$ cat config.mk
export PLATFORM = sky130hd
export DESIGN_NAME = pciagg_top
export DESIGN_NICKNAME = d
export VERILOG_FILES = /design/src/verilog/pciagg_pkg.sv /design/src/verilog/pciagg_top.sv
export SDC_FILE = /design/constraint.sdc
export NUM_CORES = 2
export LEC_CHECK = 0
export BUFFER_PORTS_ARGS = -buffer_cell sky130_fd_sc_hd__buf_2
export CAP_MARGIN = 5
export CORE_MARGIN = 2
export CORE_UTILIZATION = 44
export DETAILED_ROUTE_END_ITERATION = 12
export PLACE_DENSITY_LB_ADDON = 0.15
export SYNTH_ARGS = -nofsm -noshare
export SYNTH_HDL_FRONTEND = slang
export SYNTH_SLANG_ARGS = --single-unit
$ cat constraint.sdc
create_clock -name i_clk -period 6.9 [get_ports i_clk]
set_input_delay 0.69 -clock i_clk [delete_from_list [all_inputs] [get_ports i_clk]]
set_output_delay 0.69 -clock i_clk [all_outputs]
set_load 0.02 [all_outputs]
$ cat src/verilog/pciagg_pkg.sv
// package: register map, field positions and carriers of the interrupt aggregator
package pciagg_pkg;

  // ****************************************
  // register byte offsets
  // ****************************************
  localparam logic [7:0] PCIAGG_PME_DET_OFS  = 8'h00;
  localparam logic [7:0] PCIAGG_PME_EN_OFS   = 8'h04;
  localparam logic [7:0] PCIAGG_ERR_DET_OFS  = 8'h08;
  localparam logic [7:0] PCIAGG_ERR_EN_OFS   = 8'h0C;
  localparam logic [7:0] PCIAGG_RT_STS_OFS   = 8'h10;
  localparam logic [7:0] PCIAGG_RT_CTL_OFS   = 8'h14;
  localparam logic [7:0] PCIAGG_RE_STS_OFS   = 8'h18;
  localparam logic [7:0] PCIAGG_RE_CMD_OFS   = 8'h1C;
  localparam logic [7:0] PCIAGG_COR_STS_OFS  = 8'h20;
  localparam logic [7:0] PCIAGG_COR_MSK_OFS  = 8'h24;
  localparam logic [7:0] PCIAGG_UNC_STS_OFS  = 8'h28;
  localparam logic [7:0] PCIAGG_UNC_MSK_OFS  = 8'h2C;
  localparam logic [7:0] PCIAGG_UNC_SEV_OFS  = 8'h30;
  localparam logic [7:0] PCIAGG_DEV_CTL_OFS  = 8'h34;
  localparam logic [7:0] PCIAGG_CMD_OFS      = 8'h38;
  localparam logic [7:0] PCIAGG_SEC_STS_OFS  = 8'h3C;
  localparam logic [7:0] PCIAGG_SEC_MSK_OFS  = 8'h40;
  localparam logic [7:0] PCIAGG_SLOT_CTL_OFS = 8'h44;
  localparam logic [7:0] PCIAGG_SLOT_STS_OFS = 8'h48;
  localparam logic [7:0] PCIAGG_PM_CTL_OFS   = 8'h4C;
  localparam logic [7:0] PCIAGG_CPL_TMO_OFS  = 8'h50;
  localparam logic [7:0] PCIAGG_SRC_OFS      = 8'h54;
  localparam logic [7:0] PCIAGG_SRC_MSK_OFS  = 8'h58;

  // ****************************************
  // reset values and field positions
  // ****************************************
  localparam logic [31:0] PCIAGG_COR_MSK_RST = 32'h0000_2000;
  localparam logic [31:0] PCIAGG_CPL_TMO_RST = 32'h0000_FFFF;
  localparam int PCIAGG_CTF_BIT       = 0;
  localparam int PCIAGG_RT_PME_STS    = 16;
  localparam int PCIAGG_RT_PME_IE     = 3;
  localparam int PCIAGG_RE_FATAL      = 6;
  localparam int PCIAGG_RE_NONFATAL   = 5;
  localparam int PCIAGG_RE_COR        = 0;
  localparam int PCIAGG_EN_FATAL      = 2;
  localparam int PCIAGG_EN_NONFATAL   = 1;
  localparam int PCIAGG_EN_COR        = 0;
  localparam int PCIAGG_CMD_SERR      = 8;
  localparam int PCIAGG_CMD_PERR      = 6;
  localparam int PCIAGG_SEC_MDPE      = 8;
  localparam int PCIAGG_SEC_LO        = 11;
  localparam int PCIAGG_SEC_HI        = 15;
  localparam int PCIAGG_SLOT_CC       = 4;
  localparam int PCIAGG_SLOT_HPIE     = 5;
  localparam int PCIAGG_PM_PMEE       = 8;
  localparam int PCIAGG_NSRC          = 11;

  // ****************************************
  // carriers
  // ****************************************
  typedef struct packed {
    logic [7:0]  addr;
    logic [31:0] wdata;
    logic        wr;
    logic        rd;
  } pciagg_req_t;

  typedef struct packed {
    logic [31:0] pme_msg;
    logic [31:0] err;
    logic [31:0] rt_sts;
    logic [31:0] re_sts;
    logic [31:0] cor_sts;
    logic [31:0] unc_sts;
    logic [31:0] sec_sts;
    logic [31:0] slot_sts;
  } pciagg_evt_t;

endpackage

$ cat src/verilog/pciagg_top.sv
// module: internal interrupt aggregator of the express controller
`timescale 1ns/1ps
// Notes on behaviour
// - pme/message detect and enable raise interrupt
// - controller error detect and enable raise interrupt
// - root pme status with pme interrupt enable
// - fatal messages with either fatal enable
// - non-fatal messages with either non-fatal enable
// - correctable messages with either correctable enable
// - unmasked correctable error while reporting enabled
// - unmasked fatal uncorrectable with fatal or serr
// - unmasked non-fatal uncorrectable with non-fatal or serr
// - master data parity unmasked with parity response
// - secondary bits 11..15 while mask clear
// - slot bits 0..3 need enables and power state 0 or pme enable
// - command completed needs two enables only
// - completion timeout sets error detect bit 0, which interrupts when error enable bit 0 is set
module pciagg_top
  import pciagg_pkg::*;
#(
  parameter logic [31:0] CPL_TMO_DEFAULT = PCIAGG_CPL_TMO_RST
) (
  input  wire logic        i_clk,
  input  wire logic        i_rst_n,
  input  wire pciagg_req_t i_req,
  input  wire pciagg_evt_t i_evt,
  input  wire logic        i_np_issue,
  input  wire logic        i_cpl_recv,
  output logic [31:0]      o_rdata,
  output logic             o_irq
);

  // ****************************************
  // state
  // ****************************************
  typedef struct packed {
    logic [31:0]            pme_det;
    logic [31:0]            pme_en;
    logic [31:0]            err_det;
    logic [31:0]            err_en;
    logic [31:0]            rt_sts;
    logic [31:0]            rt_ctl;
    logic [31:0]            re_sts;
    logic [31:0]            re_cmd;
    logic [31:0]            cor_sts;
    logic [31:0]            cor_msk;
    logic [31:0]            unc_sts;
    logic [31:0]            unc_msk;
    logic [31:0]            unc_sev;
    logic [31:0]            dev_ctl;
    logic [31:0]            cmd;
    logic [31:0]            sec_sts;
    logic [31:0]            sec_msk;
    logic [31:0]            slot_ctl;
    logic [31:0]            slot_sts;
    logic [31:0]            pm_ctl;
    logic [31:0]            cpl_tmo;
    logic [PCIAGG_NSRC-1:0] src_msk;
    logic                   np_busy;
    logic [31:0]            np_cnt;
    logic [31:0]            rdata;
    logic                   irq;
  } pciagg_state_t;

  typedef enum {
    SEL_NONE,
    SEL_PME_DET,
    SEL_PME_EN,
    SEL_ERR_DET,
    SEL_ERR_EN,
    SEL_RT_STS,
    SEL_RT_CTL,
    SEL_RE_STS,
    SEL_RE_CMD,
    SEL_COR_STS,
    SEL_COR_MSK,
    SEL_UNC_STS,
    SEL_UNC_MSK,
    SEL_UNC_SEV,
    SEL_DEV_CTL,
    SEL_CMD,
    SEL_SEC_STS,
    SEL_SEC_MSK,
    SEL_SLOT_CTL,
    SEL_SLOT_STS,
    SEL_PM_CTL,
    SEL_CPL_TMO,
    SEL_SRC,
    SEL_SRC_MSK
  } pciagg_sel_t;

  pciagg_state_t          s_q;
  pciagg_state_t          s_d;
  pciagg_sel_t            sel;
  logic [PCIAGG_NSRC-1:0] src;
  logic                   tmo_hit;

  // set wins over a clear arriving in the same cycle
  function automatic logic [31:0] w1c(input logic [31:0] cur,
                                      input logic [31:0] set,
                                      input logic        hit,
                                      input logic [31:0] wdata);
    logic [31:0] clr;
    clr = hit ? wdata : 32'h0000_0000;
    return set | (cur & ~clr);
  endfunction

  // one decoder feeds the write, clear and read paths so their maps cannot drift apart
  function automatic pciagg_sel_t reg_sel(input logic [7:0] a);
    pciagg_sel_t s;
    s = SEL_NONE;
    if (a == PCIAGG_PME_DET_OFS) begin
      s = SEL_PME_DET;
    end else if (a == PCIAGG_PME_EN_OFS) begin
      s = SEL_PME_EN;
    end else if (a == PCIAGG_ERR_DET_OFS) begin
      s = SEL_ERR_DET;
    end else if (a == PCIAGG_ERR_EN_OFS) begin
      s = SEL_ERR_EN;
    end else if (a == PCIAGG_RT_STS_OFS) begin
      s = SEL_RT_STS;
    end else if (a == PCIAGG_RT_CTL_OFS) begin
      s = SEL_RT_CTL;
    end else if (a == PCIAGG_RE_STS_OFS) begin
      s = SEL_RE_STS;
    end else if (a == PCIAGG_RE_CMD_OFS) begin
      s = SEL_RE_CMD;
    end else if (a == PCIAGG_COR_STS_OFS) begin
      s = SEL_COR_STS;
    end else if (a == PCIAGG_COR_MSK_OFS) begin
      s = SEL_COR_MSK;
    end else if (a == PCIAGG_UNC_STS_OFS) begin
      s = SEL_UNC_STS;
    end else if (a == PCIAGG_UNC_MSK_OFS) begin
      s = SEL_UNC_MSK;
    end else if (a == PCIAGG_UNC_SEV_OFS) begin
      s = SEL_UNC_SEV;
    end else if (a == PCIAGG_DEV_CTL_OFS) begin
      s = SEL_DEV_CTL;
    end else if (a == PCIAGG_CMD_OFS) begin
      s = SEL_CMD;
    end else if (a == PCIAGG_SEC_STS_OFS) begin
      s = SEL_SEC_STS;
    end else if (a == PCIAGG_SEC_MSK_OFS) begin
      s = SEL_SEC_MSK;
    end else if (a == PCIAGG_SLOT_CTL_OFS) begin
      s = SEL_SLOT_CTL;
    end else if (a == PCIAGG_SLOT_STS_OFS) begin
      s = SEL_SLOT_STS;
    end else if (a == PCIAGG_PM_CTL_OFS) begin
      s = SEL_PM_CTL;
    end else if (a == PCIAGG_CPL_TMO_OFS) begin
      s = SEL_CPL_TMO;
    end else if (a == PCIAGG_SRC_OFS) begin
      s = SEL_SRC;
    end else if (a == PCIAGG_SRC_MSK_OFS) begin
      s = SEL_SRC_MSK;
    end
    return s;
  endfunction

  function automatic logic wr_hit(input pciagg_req_t r, input pciagg_sel_t s);
    return r.wr && (reg_sel(r.addr) == s);
  endfunction

  assign sel = reg_sel(i_req.addr);

  // ****************************************
  // qualified sources
  // ****************************************
  always_comb begin
    src = '0;
    src[0] = |(s_q.pme_det & s_q.pme_en);
    src[1] = |(s_q.err_det & s_q.err_en);
    src[2] = s_q.rt_sts[PCIAGG_RT_PME_STS] & s_q.rt_ctl[PCIAGG_RT_PME_IE];
    src[3] = s_q.re_sts[PCIAGG_RE_FATAL]
           & (s_q.re_cmd[PCIAGG_EN_FATAL] | s_q.rt_ctl[PCIAGG_EN_FATAL]);
    src[4] = s_q.re_sts[PCIAGG_RE_NONFATAL]
           & (s_q.re_cmd[PCIAGG_EN_NONFATAL] | s_q.rt_ctl[PCIAGG_EN_NONFATAL]);
    src[5] = s_q.re_sts[PCIAGG_RE_COR]
           & (s_q.re_cmd[PCIAGG_EN_COR] | s_q.rt_ctl[PCIAGG_EN_COR]);
    src[6] = (|(s_q.cor_sts & ~s_q.cor_msk)) & s_q.re_cmd[PCIAGG_EN_COR];
    src[7] = (|(s_q.unc_sts & ~s_q.unc_msk & s_q.unc_sev))
           & (s_q.dev_ctl[PCIAGG_EN_FATAL] | s_q.cmd[PCIAGG_CMD_SERR]);
    src[8] = (|(s_q.unc_sts & ~s_q.unc_msk & ~s_q.unc_sev))
           & (s_q.dev_ctl[PCIAGG_EN_NONFATAL] | s_q.cmd[PCIAGG_CMD_SERR]);
    src[9] = (s_q.sec_sts[PCIAGG_SEC_MDPE] & ~s_q.sec_msk[0] & s_q.cmd[PCIAGG_CMD_PERR])
           | (|(s_q.sec_sts[PCIAGG_SEC_HI:PCIAGG_SEC_LO] & ~s_q.sec_msk[5:1]));
    src[10] = ((|(s_q.slot_sts[3:0] & s_q.slot_ctl[3:0])) & s_q.slot_ctl[PCIAGG_SLOT_HPIE]
              & ((s_q.pm_ctl[1:0] == 2'h0) | s_q.pm_ctl[PCIAGG_PM_PMEE]))
            | (s_q.slot_sts[PCIAGG_SLOT_CC] & s_q.slot_ctl[PCIAGG_SLOT_CC]
              & s_q.slot_ctl[PCIAGG_SLOT_HPIE]);
  end

  // ****************************************
  // completion timer
  // ****************************************
  // one outstanding request tracked; a new issue restarts the count
  assign tmo_hit = s_q.np_busy && !i_cpl_recv && !i_np_issue
                && (s_q.np_cnt >= s_q.cpl_tmo);

  // ****************************************
  // next state
  // ****************************************
  always_comb begin
    logic [31:0] ctf;
    s_d = s_q;
    ctf = 32'h0000_0000;
    ctf[PCIAGG_CTF_BIT] = tmo_hit;

    // timer
    if (i_np_issue) begin
      s_d.np_busy = 1'b1;
      s_d.np_cnt  = 32'h0000_0000;
    end else if (i_cpl_recv || tmo_hit) begin
      s_d.np_busy = 1'b0;
      s_d.np_cnt  = 32'h0000_0000;
    end else if (s_q.np_busy) begin
      s_d.np_cnt = s_q.np_cnt + 32'h0000_0001;
    end

    // sticky status, write one to clear
    s_d.pme_det  = w1c(s_q.pme_det,
                       i_evt.pme_msg,
                       wr_hit(i_req, SEL_PME_DET),
                       i_req.wdata);
    s_d.err_det  = w1c(s_q.err_det,
                       i_evt.err | ctf,
                       wr_hit(i_req, SEL_ERR_DET),
                       i_req.wdata);
    s_d.rt_sts   = w1c(s_q.rt_sts,
                       i_evt.rt_sts,
                       wr_hit(i_req, SEL_RT_STS),
                       i_req.wdata);
    s_d.re_sts   = w1c(s_q.re_sts,
                       i_evt.re_sts,
                       wr_hit(i_req, SEL_RE_STS),
                       i_req.wdata);
    s_d.cor_sts  = w1c(s_q.cor_sts,
                       i_evt.cor_sts,
                       wr_hit(i_req, SEL_COR_STS),
                       i_req.wdata);
    s_d.unc_sts  = w1c(s_q.unc_sts,
                       i_evt.unc_sts,
                       wr_hit(i_req, SEL_UNC_STS),
                       i_req.wdata);
    s_d.sec_sts  = w1c(s_q.sec_sts,
                       i_evt.sec_sts,
                       wr_hit(i_req, SEL_SEC_STS),
                       i_req.wdata);
    s_d.slot_sts = w1c(s_q.slot_sts,
                       i_evt.slot_sts,
                       wr_hit(i_req, SEL_SLOT_STS),
                       i_req.wdata);

    // plain control registers
    if (i_req.wr) begin
      if (sel == SEL_PME_EN) begin
        s_d.pme_en = i_req.wdata;
      end else if (sel == SEL_ERR_EN) begin
        s_d.err_en = i_req.wdata;
      end else if (sel == SEL_RT_CTL) begin
        s_d.rt_ctl = i_req.wdata;
      end else if (sel == SEL_RE_CMD) begin
        s_d.re_cmd = i_req.wdata;
      end else if (sel == SEL_COR_MSK) begin
        s_d.cor_msk = i_req.wdata;
      end else if (sel == SEL_UNC_MSK) begin
        s_d.unc_msk = i_req.wdata;
      end else if (sel == SEL_UNC_SEV) begin
        s_d.unc_sev = i_req.wdata;
      end else if (sel == SEL_DEV_CTL) begin
        s_d.dev_ctl = i_req.wdata;
      end else if (sel == SEL_CMD) begin
        s_d.cmd = i_req.wdata;
      end else if (sel == SEL_SEC_MSK) begin
        s_d.sec_msk = i_req.wdata;
      end else if (sel == SEL_SLOT_CTL) begin
        s_d.slot_ctl = i_req.wdata;
      end else if (sel == SEL_PM_CTL) begin
        s_d.pm_ctl = i_req.wdata;
      end else if (sel == SEL_CPL_TMO) begin
        s_d.cpl_tmo = i_req.wdata;
      end else if (sel == SEL_SRC_MSK) begin
        s_d.src_msk = i_req.wdata[PCIAGG_NSRC-1:0];
      end
    end

    // read data, valid only in the cycle after the strobe
    s_d.rdata = 32'h0000_0000;
    if (i_req.rd) begin
      if (sel == SEL_PME_DET) begin
        s_d.rdata = s_q.pme_det;
      end else if (sel == SEL_PME_EN) begin
        s_d.rdata = s_q.pme_en;
      end else if (sel == SEL_ERR_DET) begin
        s_d.rdata = s_q.err_det;
      end else if (sel == SEL_ERR_EN) begin
        s_d.rdata = s_q.err_en;
      end else if (sel == SEL_RT_STS) begin
        s_d.rdata = s_q.rt_sts;
      end else if (sel == SEL_RT_CTL) begin
        s_d.rdata = s_q.rt_ctl;
      end else if (sel == SEL_RE_STS) begin
        s_d.rdata = s_q.re_sts;
      end else if (sel == SEL_RE_CMD) begin
        s_d.rdata = s_q.re_cmd;
      end else if (sel == SEL_COR_STS) begin
        s_d.rdata = s_q.cor_sts;
      end else if (sel == SEL_COR_MSK) begin
        s_d.rdata = s_q.cor_msk;
      end else if (sel == SEL_UNC_STS) begin
        s_d.rdata = s_q.unc_sts;
      end else if (sel == SEL_UNC_MSK) begin
        s_d.rdata = s_q.unc_msk;
      end else if (sel == SEL_UNC_SEV) begin
        s_d.rdata = s_q.unc_sev;
      end else if (sel == SEL_DEV_CTL) begin
        s_d.rdata = s_q.dev_ctl;
      end else if (sel == SEL_CMD) begin
        s_d.rdata = s_q.cmd;
      end else if (sel == SEL_SEC_STS) begin
        s_d.rdata = s_q.sec_sts;
      end else if (sel == SEL_SEC_MSK) begin
        s_d.rdata = s_q.sec_msk;
      end else if (sel == SEL_SLOT_CTL) begin
        s_d.rdata = s_q.slot_ctl;
      end else if (sel == SEL_SLOT_STS) begin
        s_d.rdata = s_q.slot_sts;
      end else if (sel == SEL_PM_CTL) begin
        s_d.rdata = s_q.pm_ctl;
      end else if (sel == SEL_CPL_TMO) begin
        s_d.rdata = s_q.cpl_tmo;
      end else if (sel == SEL_SRC) begin
        s_d.rdata = {{(32-PCIAGG_NSRC){1'h0}}, src};
      end else if (sel == SEL_SRC_MSK) begin
        s_d.rdata = {{(32-PCIAGG_NSRC){1'h0}}, s_q.src_msk};
      end
    end

    // level output; one cycle behind the status so it stays registered
    s_d.irq = |(src & ~s_q.src_msk);
  end

  // ****************************************
  // registers
  // ****************************************
  always_ff @(posedge i_clk or negedge i_rst_n) begin
    if (!i_rst_n) begin
      s_q         <= '0;
      s_q.cor_msk <= PCIAGG_COR_MSK_RST;
      s_q.cpl_tmo <= CPL_TMO_DEFAULT;
    end else begin
      s_q <= s_d;
    end
  end

  assign o_rdata = s_q.rdata;
  assign o_irq   = s_q.irq;

endmodule

### Yosys cells after proc, flatten, opt, wreduce, memory -nomap -nowiden

Cells that the tools add are included.

| storage, ports and cells | value |
|---|---|
| memories kept | 0 |
| latch bits | 0 |
| register bits | 749 |
| bits in writable memories | 0 |
| bits of input ports | 302 |
| bits in read-only memories | 0 |
| word-level logic and storage cells | 246 |
| output and inout port bits | 33 |

| cells by class | value |
|---|---|
| shifts and indexed selects | 0 |
| $add $sub $neg | 1 |
| $lt $le $gt $ge | 1 |
| bitwise logic cells | 74 |
| div/mod/pow operators | 0 |
| $mul | 0 |
| reductions and logical operators | 40 |
| muxes and demuxes | 59 |
| equality and inequality tests | 45 |

Operators with widths:

| cell | count |
|---|---|
| 32-bit 2-to-1 mux | 54 |
| 32-bit AND | 14 |
| 32-bit NOT | 11 |
| 32-bit by 5-bit equality test with 1-bit output (second input constant) | 8 |
| 32-bit by 6-bit equality test with 1-bit output (second input constant) | 8 |
| 32-bit OR | 8 |
| 32-bit OR reduction | 5 |
| 32-bit by 4-bit equality test with 1-bit output (second input constant) | 4 |
| 32-bit by 3-bit equality test with 1-bit output (second input constant) | 2 |
| 8-bit by 6-bit equality test with 1-bit output (second input constant) | 8 |
| 8-bit by 7-bit equality test with 1-bit output (second input constant) | 7 |
| 33-bit 2-to-1 mux | 1 |
| 32-bit by 1-bit adder with 32-bit output (second input constant) | 1 |
| 32-bit by 2-bit equality test with 1-bit output (second input constant) | 1 |
| 8-bit by 5-bit equality test with 1-bit output (second input constant) | 4 |
| 32-bit >= comparator | 1 |
| 32-bit by 1-bit OR with 32-bit output | 1 |
| 11-bit 2-to-1 mux | 2 |
| 8-bit by 4-bit equality test with 1-bit output (second input constant) | 2 |
| 15-bit AND reduction | 1 |
| 1-bit NOT | 14 |
| 14-bit AND reduction | 1 |
| 1-bit AND | 13 |
| 13-bit AND reduction | 1 |
| 30 further kinds | 48 |

### Longest topological paths before layout

| logic depth | value |
|---|---|
| word-level depth | 49 |
| gate-level depth with buffers | 11 |
| gate-level depth less buffers | 9 |

### Worst setup path before layout

No wires, ideal clock.

| timing path | value |
|---|---|
| kind | input-to-reg |
| from | in i_req[40] (netlist name) |
| to | reg s_q[270] (netlist name) |
| setup slack | 4.024 ns |
| data required time | 6.775 ns |
| data arrival time | 2.752 ns |
| cell stages on the path | 10 |
| setup time | 0.125 ns |
| buffers on the path | 3 |
| cells stage by stage | buf_4 -> nor3b_2 -> mux2i_1 -> and4_1 -> buf_2 -> nor4b_4 -> nand2_2 -> nor2_2 -> buf_4 -> mux2_2 |

| between the ends | value |
|---|---|
| word-level cells in the longest chain between the ends | 27 |
| elaborated cells between the ends (all ways) | 64 |
| classes of those cells | eq/ne (31); mux (23); bitwise (8); reduce/logical (2) |

Ends and longest elaborated chain:

| what | RTL line | source |
|---|---|---|
| start, declared | pciagg_top.sv:25 | `input wire pciagg_req_t i_req,` |
| 8-bit by 7-bit equality test with 1-bit output | pciagg_top.sv:156 | `end else if (a == PCIAGG_SRC_MSK_OFS) begin` |
| 5-bit 2-to-1 mux | pciagg_top.sv:156 |  |
| 32-bit 2-to-1 mux | pciagg_top.sv:154 | `end else if (a == PCIAGG_SRC_OFS) begin` |
| 32-bit 2-to-1 mux | pciagg_top.sv:152 | `end else if (a == PCIAGG_CPL_TMO_OFS) begin` |
| 32-bit 2-to-1 mux | pciagg_top.sv:150 | `end else if (a == PCIAGG_PM_CTL_OFS) begin` |
| 32-bit 2-to-1 mux | pciagg_top.sv:148 | `end else if (a == PCIAGG_SLOT_STS_OFS) begin` |
| 32-bit 2-to-1 mux | pciagg_top.sv:146 | `end else if (a == PCIAGG_SLOT_CTL_OFS) begin` |
| 32-bit 2-to-1 mux | pciagg_top.sv:144 | `end else if (a == PCIAGG_SEC_MSK_OFS) begin` |
| [11 not listed] | -- |  |
| 32-bit 2-to-1 mux | pciagg_top.sv:120 | `end else if (a == PCIAGG_RT_STS_OFS) begin` |
| 32-bit 2-to-1 mux | pciagg_top.sv:118 | `end else if (a == PCIAGG_ERR_EN_OFS) begin` |
| 32-bit 2-to-1 mux | pciagg_top.sv:116 | `end else if (a == PCIAGG_ERR_DET_OFS) begin` |
| 32-bit 2-to-1 mux | pciagg_top.sv:114 | `end else if (a == PCIAGG_PME_EN_OFS) begin` |
| 32-bit 2-to-1 mux * | -- |  |
| 32-bit by 5-bit equality test with 1-bit output (tied with other cells) | pciagg_top.sv:272 | `end else if (sel == SEL_DEV_CTL) begin` |
| 1-bit NOT (no source line) | -- |  |
| 10-bit AND reduction (no source line) * | -- |  |
| end, declared | pciagg_top.sv:92 | `pciagg_state_t s_q;` |

Mark *: on every way between the ends. The rest lies on a longest branch, timed or not.
A chain may end at the register's enable or synchronous reset.

==> flow_metrics.tcl <==
set metrics [dict create \
    cts_buffers 83 \
    grt_pass1_wl_um 210200 \
    clk_pin_slew_ps 60 \
    num_vias 30220 \
    max_freq_mhz 233.2 \
    synth-seq-cells 749 \
    postCtsSetupBuffers 0 \
    grt_setup_unrepaired "no" \
    setup-tns-final_ps 0 \
    grt_pass1_vias 29310 \
    cts_buffer_depth 3 \
    cts_tree "yes" \
    finalMaxSlewViolations 0 \
    yosys.area.top_type_share_pct 50.01 \
    hold_path.class "in2async" \
    grt_usage_pct 33.74 \
    cp.required_ps 7450 \
    r2r_cells 7 \
    drt_iter0_drc 3840 \
    ys_warn_count 0 \
    use_met3_pct 8.043 \
    tightest_slew_ps 1278 \
    avgSynthCellArea_um2 10.83 \
    drc_errors 0 \
    grt.busiest_layer "met2" \
    run_status "finished clean" \
    cp-start-kind "input pin" \
    synthTopCellsByArea "dfrtp_1, mux2_2, a21o_1" \
    post_cts_resized 0 \
    synth-edff-count 0 \
    portBuffers 334 \
    min_period_ps 4289 \
    die-area_um2 85570 \
    antenna_found_initial 4 \
    slowest_stage "nor2_2" \
    cts.hold.buffers_added 0 \
    vias_per_cell 6.396 \
    maxCapViolCount 0 \
    core_um2 82240 \
    synth_common_cells "dfrtp_1, mux2_2, nand2_1" \
    synthToLayoutAreaGrowth_pct 14.46 \
    irDropWorstVdd_mv 0.1950 \
    grt_overflow_total 0 \
    cts_htree_levels 3 \
    slew_headroom_pct 14.02 \
    pwr_density_cell_nw_per_um2 242.7 \
    cp_slowest_stage_delay_ps 1070 \
    rrSetupSlack_ps 3470 \
    grt_use_met2_pct 51.30 \
    fp.dieW_um 292.5 \
    netlist.top_cell.by_area "dfrtp_1" \
    ff_latch_area_um2 18760 \
    grt_start_max_net_pins 168 \
    insertion_delay_ps 650 \
    r2r-start "s_q[417]" \
    synth_sequential_area_ratio_pct 51.23 \
    async_flop_share_pct 100.0 \
    cp.arrival_ps 4840 \
    synthesis.nets 3718 \
    routed_wirelength_um 146100 \
    yosys.cell_count.top_type "dfrtp_1" \
    fill_cells 7515 \
    cp_max_fo 40 \
    clock_skew_ps 30.67 \
    layout_worst_path_cycle_share_pct 62.15 \
    synth-main-ff-cell "dfrtp_1" \
    drive_gt1_share_pct 27.84 \
    postSynthCellCount 3383 \
    dieHeight_um 292.5 \
    grt_use_met1_pct 46.05 \
    syn-cell-area_um2 36630 \
    worstSetupEndpointType "flop" \
    cts_root_buf "clkbuf_16" \
    ys_types 83 \
    finalWeightedCongestion 0.9723 \
    finalHoldViolations 0 \
    multi_input_area_um2 16390 \
    critPathKind "in2reg" \
    drt.antenna.violating_nets 0 \
    numClockSinks 749 \
    io_pins 335 \
    initial_core_util_pct 44.54 \
    rows 105 \
    hold_slack_ps 152.2 \
    finalSetupViolCount 0 \
    firstDrtPassIters 7 \
    wl_per_cell_um 30.93 \
    reg2reg_to "o_rdata[8]" \
    hpwl_um 105900 \
    path_cells "buf_2 -> nand4bb_1 -> nor2_2 -> a22o_1 -> a311oi_1 -> a211oi_1 -> o221ai_1 -> a31oi_1" \
    p_leak_nw 18.14 \
    final_nets 3920 \
]
## through the flow
step           instance area (um2)  util, %  total power, mW  instances  worst slack, ps
2_1_floorplan                36630        -            5.003       3383             4024
3_3_place_gp                 38990    47.41            5.446       4570             2181
3_5_place_dp                 38990    47.41            5.453       4570             2121
4_1_cts                      41920    50.97            10.20       4723             2782
5_1_grt                      41920    50.97            10.45       4723             2513
6_report                     41920    50.98            10.17       4725             2611
## where the power goes
group	switching, mW	internal [mW]	total, mW
combinational	0.511	0.257	0.769
clock	1.92	2.86	4.78
sequential	0.107	4.51	4.62
total	2.54	7.63	10.2
## how the worst max path moves through the flow
stage / to / cells after the start / startpoint / slack [ps]
global route: s_q[274] / 10 / i_req[37] / 2510
CTS: s_q[273] / 10 / i_req[37] / 2780
floorplan: s_q[270] / 10 / i_req[40] / 4020
global placement: s_q[273] / 10 / i_req[37] / 2180
finish: o_rdata[7] / 8 / i_req[37] / 2610
detailed placement: s_q[270] / 10 / i_req[37] / 2120
## flip-flops by register name (all words and copies together) (netlist names)
| signal | cells |
|---|---|
| s_q | 716 |
| o_rdata | 32 |
| o_irq | 1 |
## per-layer routing
| layer | up-vias | share of wire [%] |
|---|---|---|
| met5 | - | 0.051 |
| met4 | 10 | 5.0 |
| met3 | 328 | 9.6 |
| met2 | 1617 | 45 |
| met1 | 15500 | 41 |
| li1 | 12770 | - |
## area by class of cell
type	count	area share, %
Timing Repair Buffer	406	5.420
Clock inverter	26	1.092
Multi-Input combinational cell	2286	39.10
Antenna cell	2	0.01194
Tap cell	1070	3.193
Sequential cell	749	44.76
Inverter	59	0.5283
Clock buffer	127	5.897
## cell usage in the layout (no fill, tap or decap), types with 9 or more instances in the layout
cell / n
and3_1: 17
bufinv_16: 10
o221ai_1: 38
a21oi_1: 119
nor3_1: 49
inv_1: 58
nor3b_1: 35
xor2_1: 24
buf_4: 68
nand3_1: 39
mux2_2: 422
nand3b_1: 32
dfstp_2: 17
nand2_1: 399
a211oi_1: 16
nor4_1: 29
o21a_1: 12
nor2_1: 148
a22o_1: 30
a31oi_1: 15
buf_2: 333
or3_1: 9
o22ai_1: 75
ha_1: 33
a221o_1: 17
a22oi_1: 60
a221oi_1: 64
o21ai_0: 103
clkbuf_8: 23
clkbuf_16: 83
o211ai_1: 18
nand4_1: 42
mux2i_1: 16
a21o_1: 265
and2_1: 9
nand2b_1: 18
clkbuf_1: 21
dfrtp_1: 732
## kinds of logic after synthesis
logic type | share of synthesized area, %
and+or+nand+nor | 11.73
AOI/OAI and AO/OA | 17.31
xor gates and xnor gates | 0.7652
muxes | 13.57
DFF | 51.23
buffers and inverters | 4.267
adders and majority gates | 1.127
## critical path: cells and delay by family
kind | cells | cell delay [ps]
buf+inv | 1 | 700
compound gates | 5 | 1370
simple gates | 2 | 2060
(Power assumes the default switching activity.)
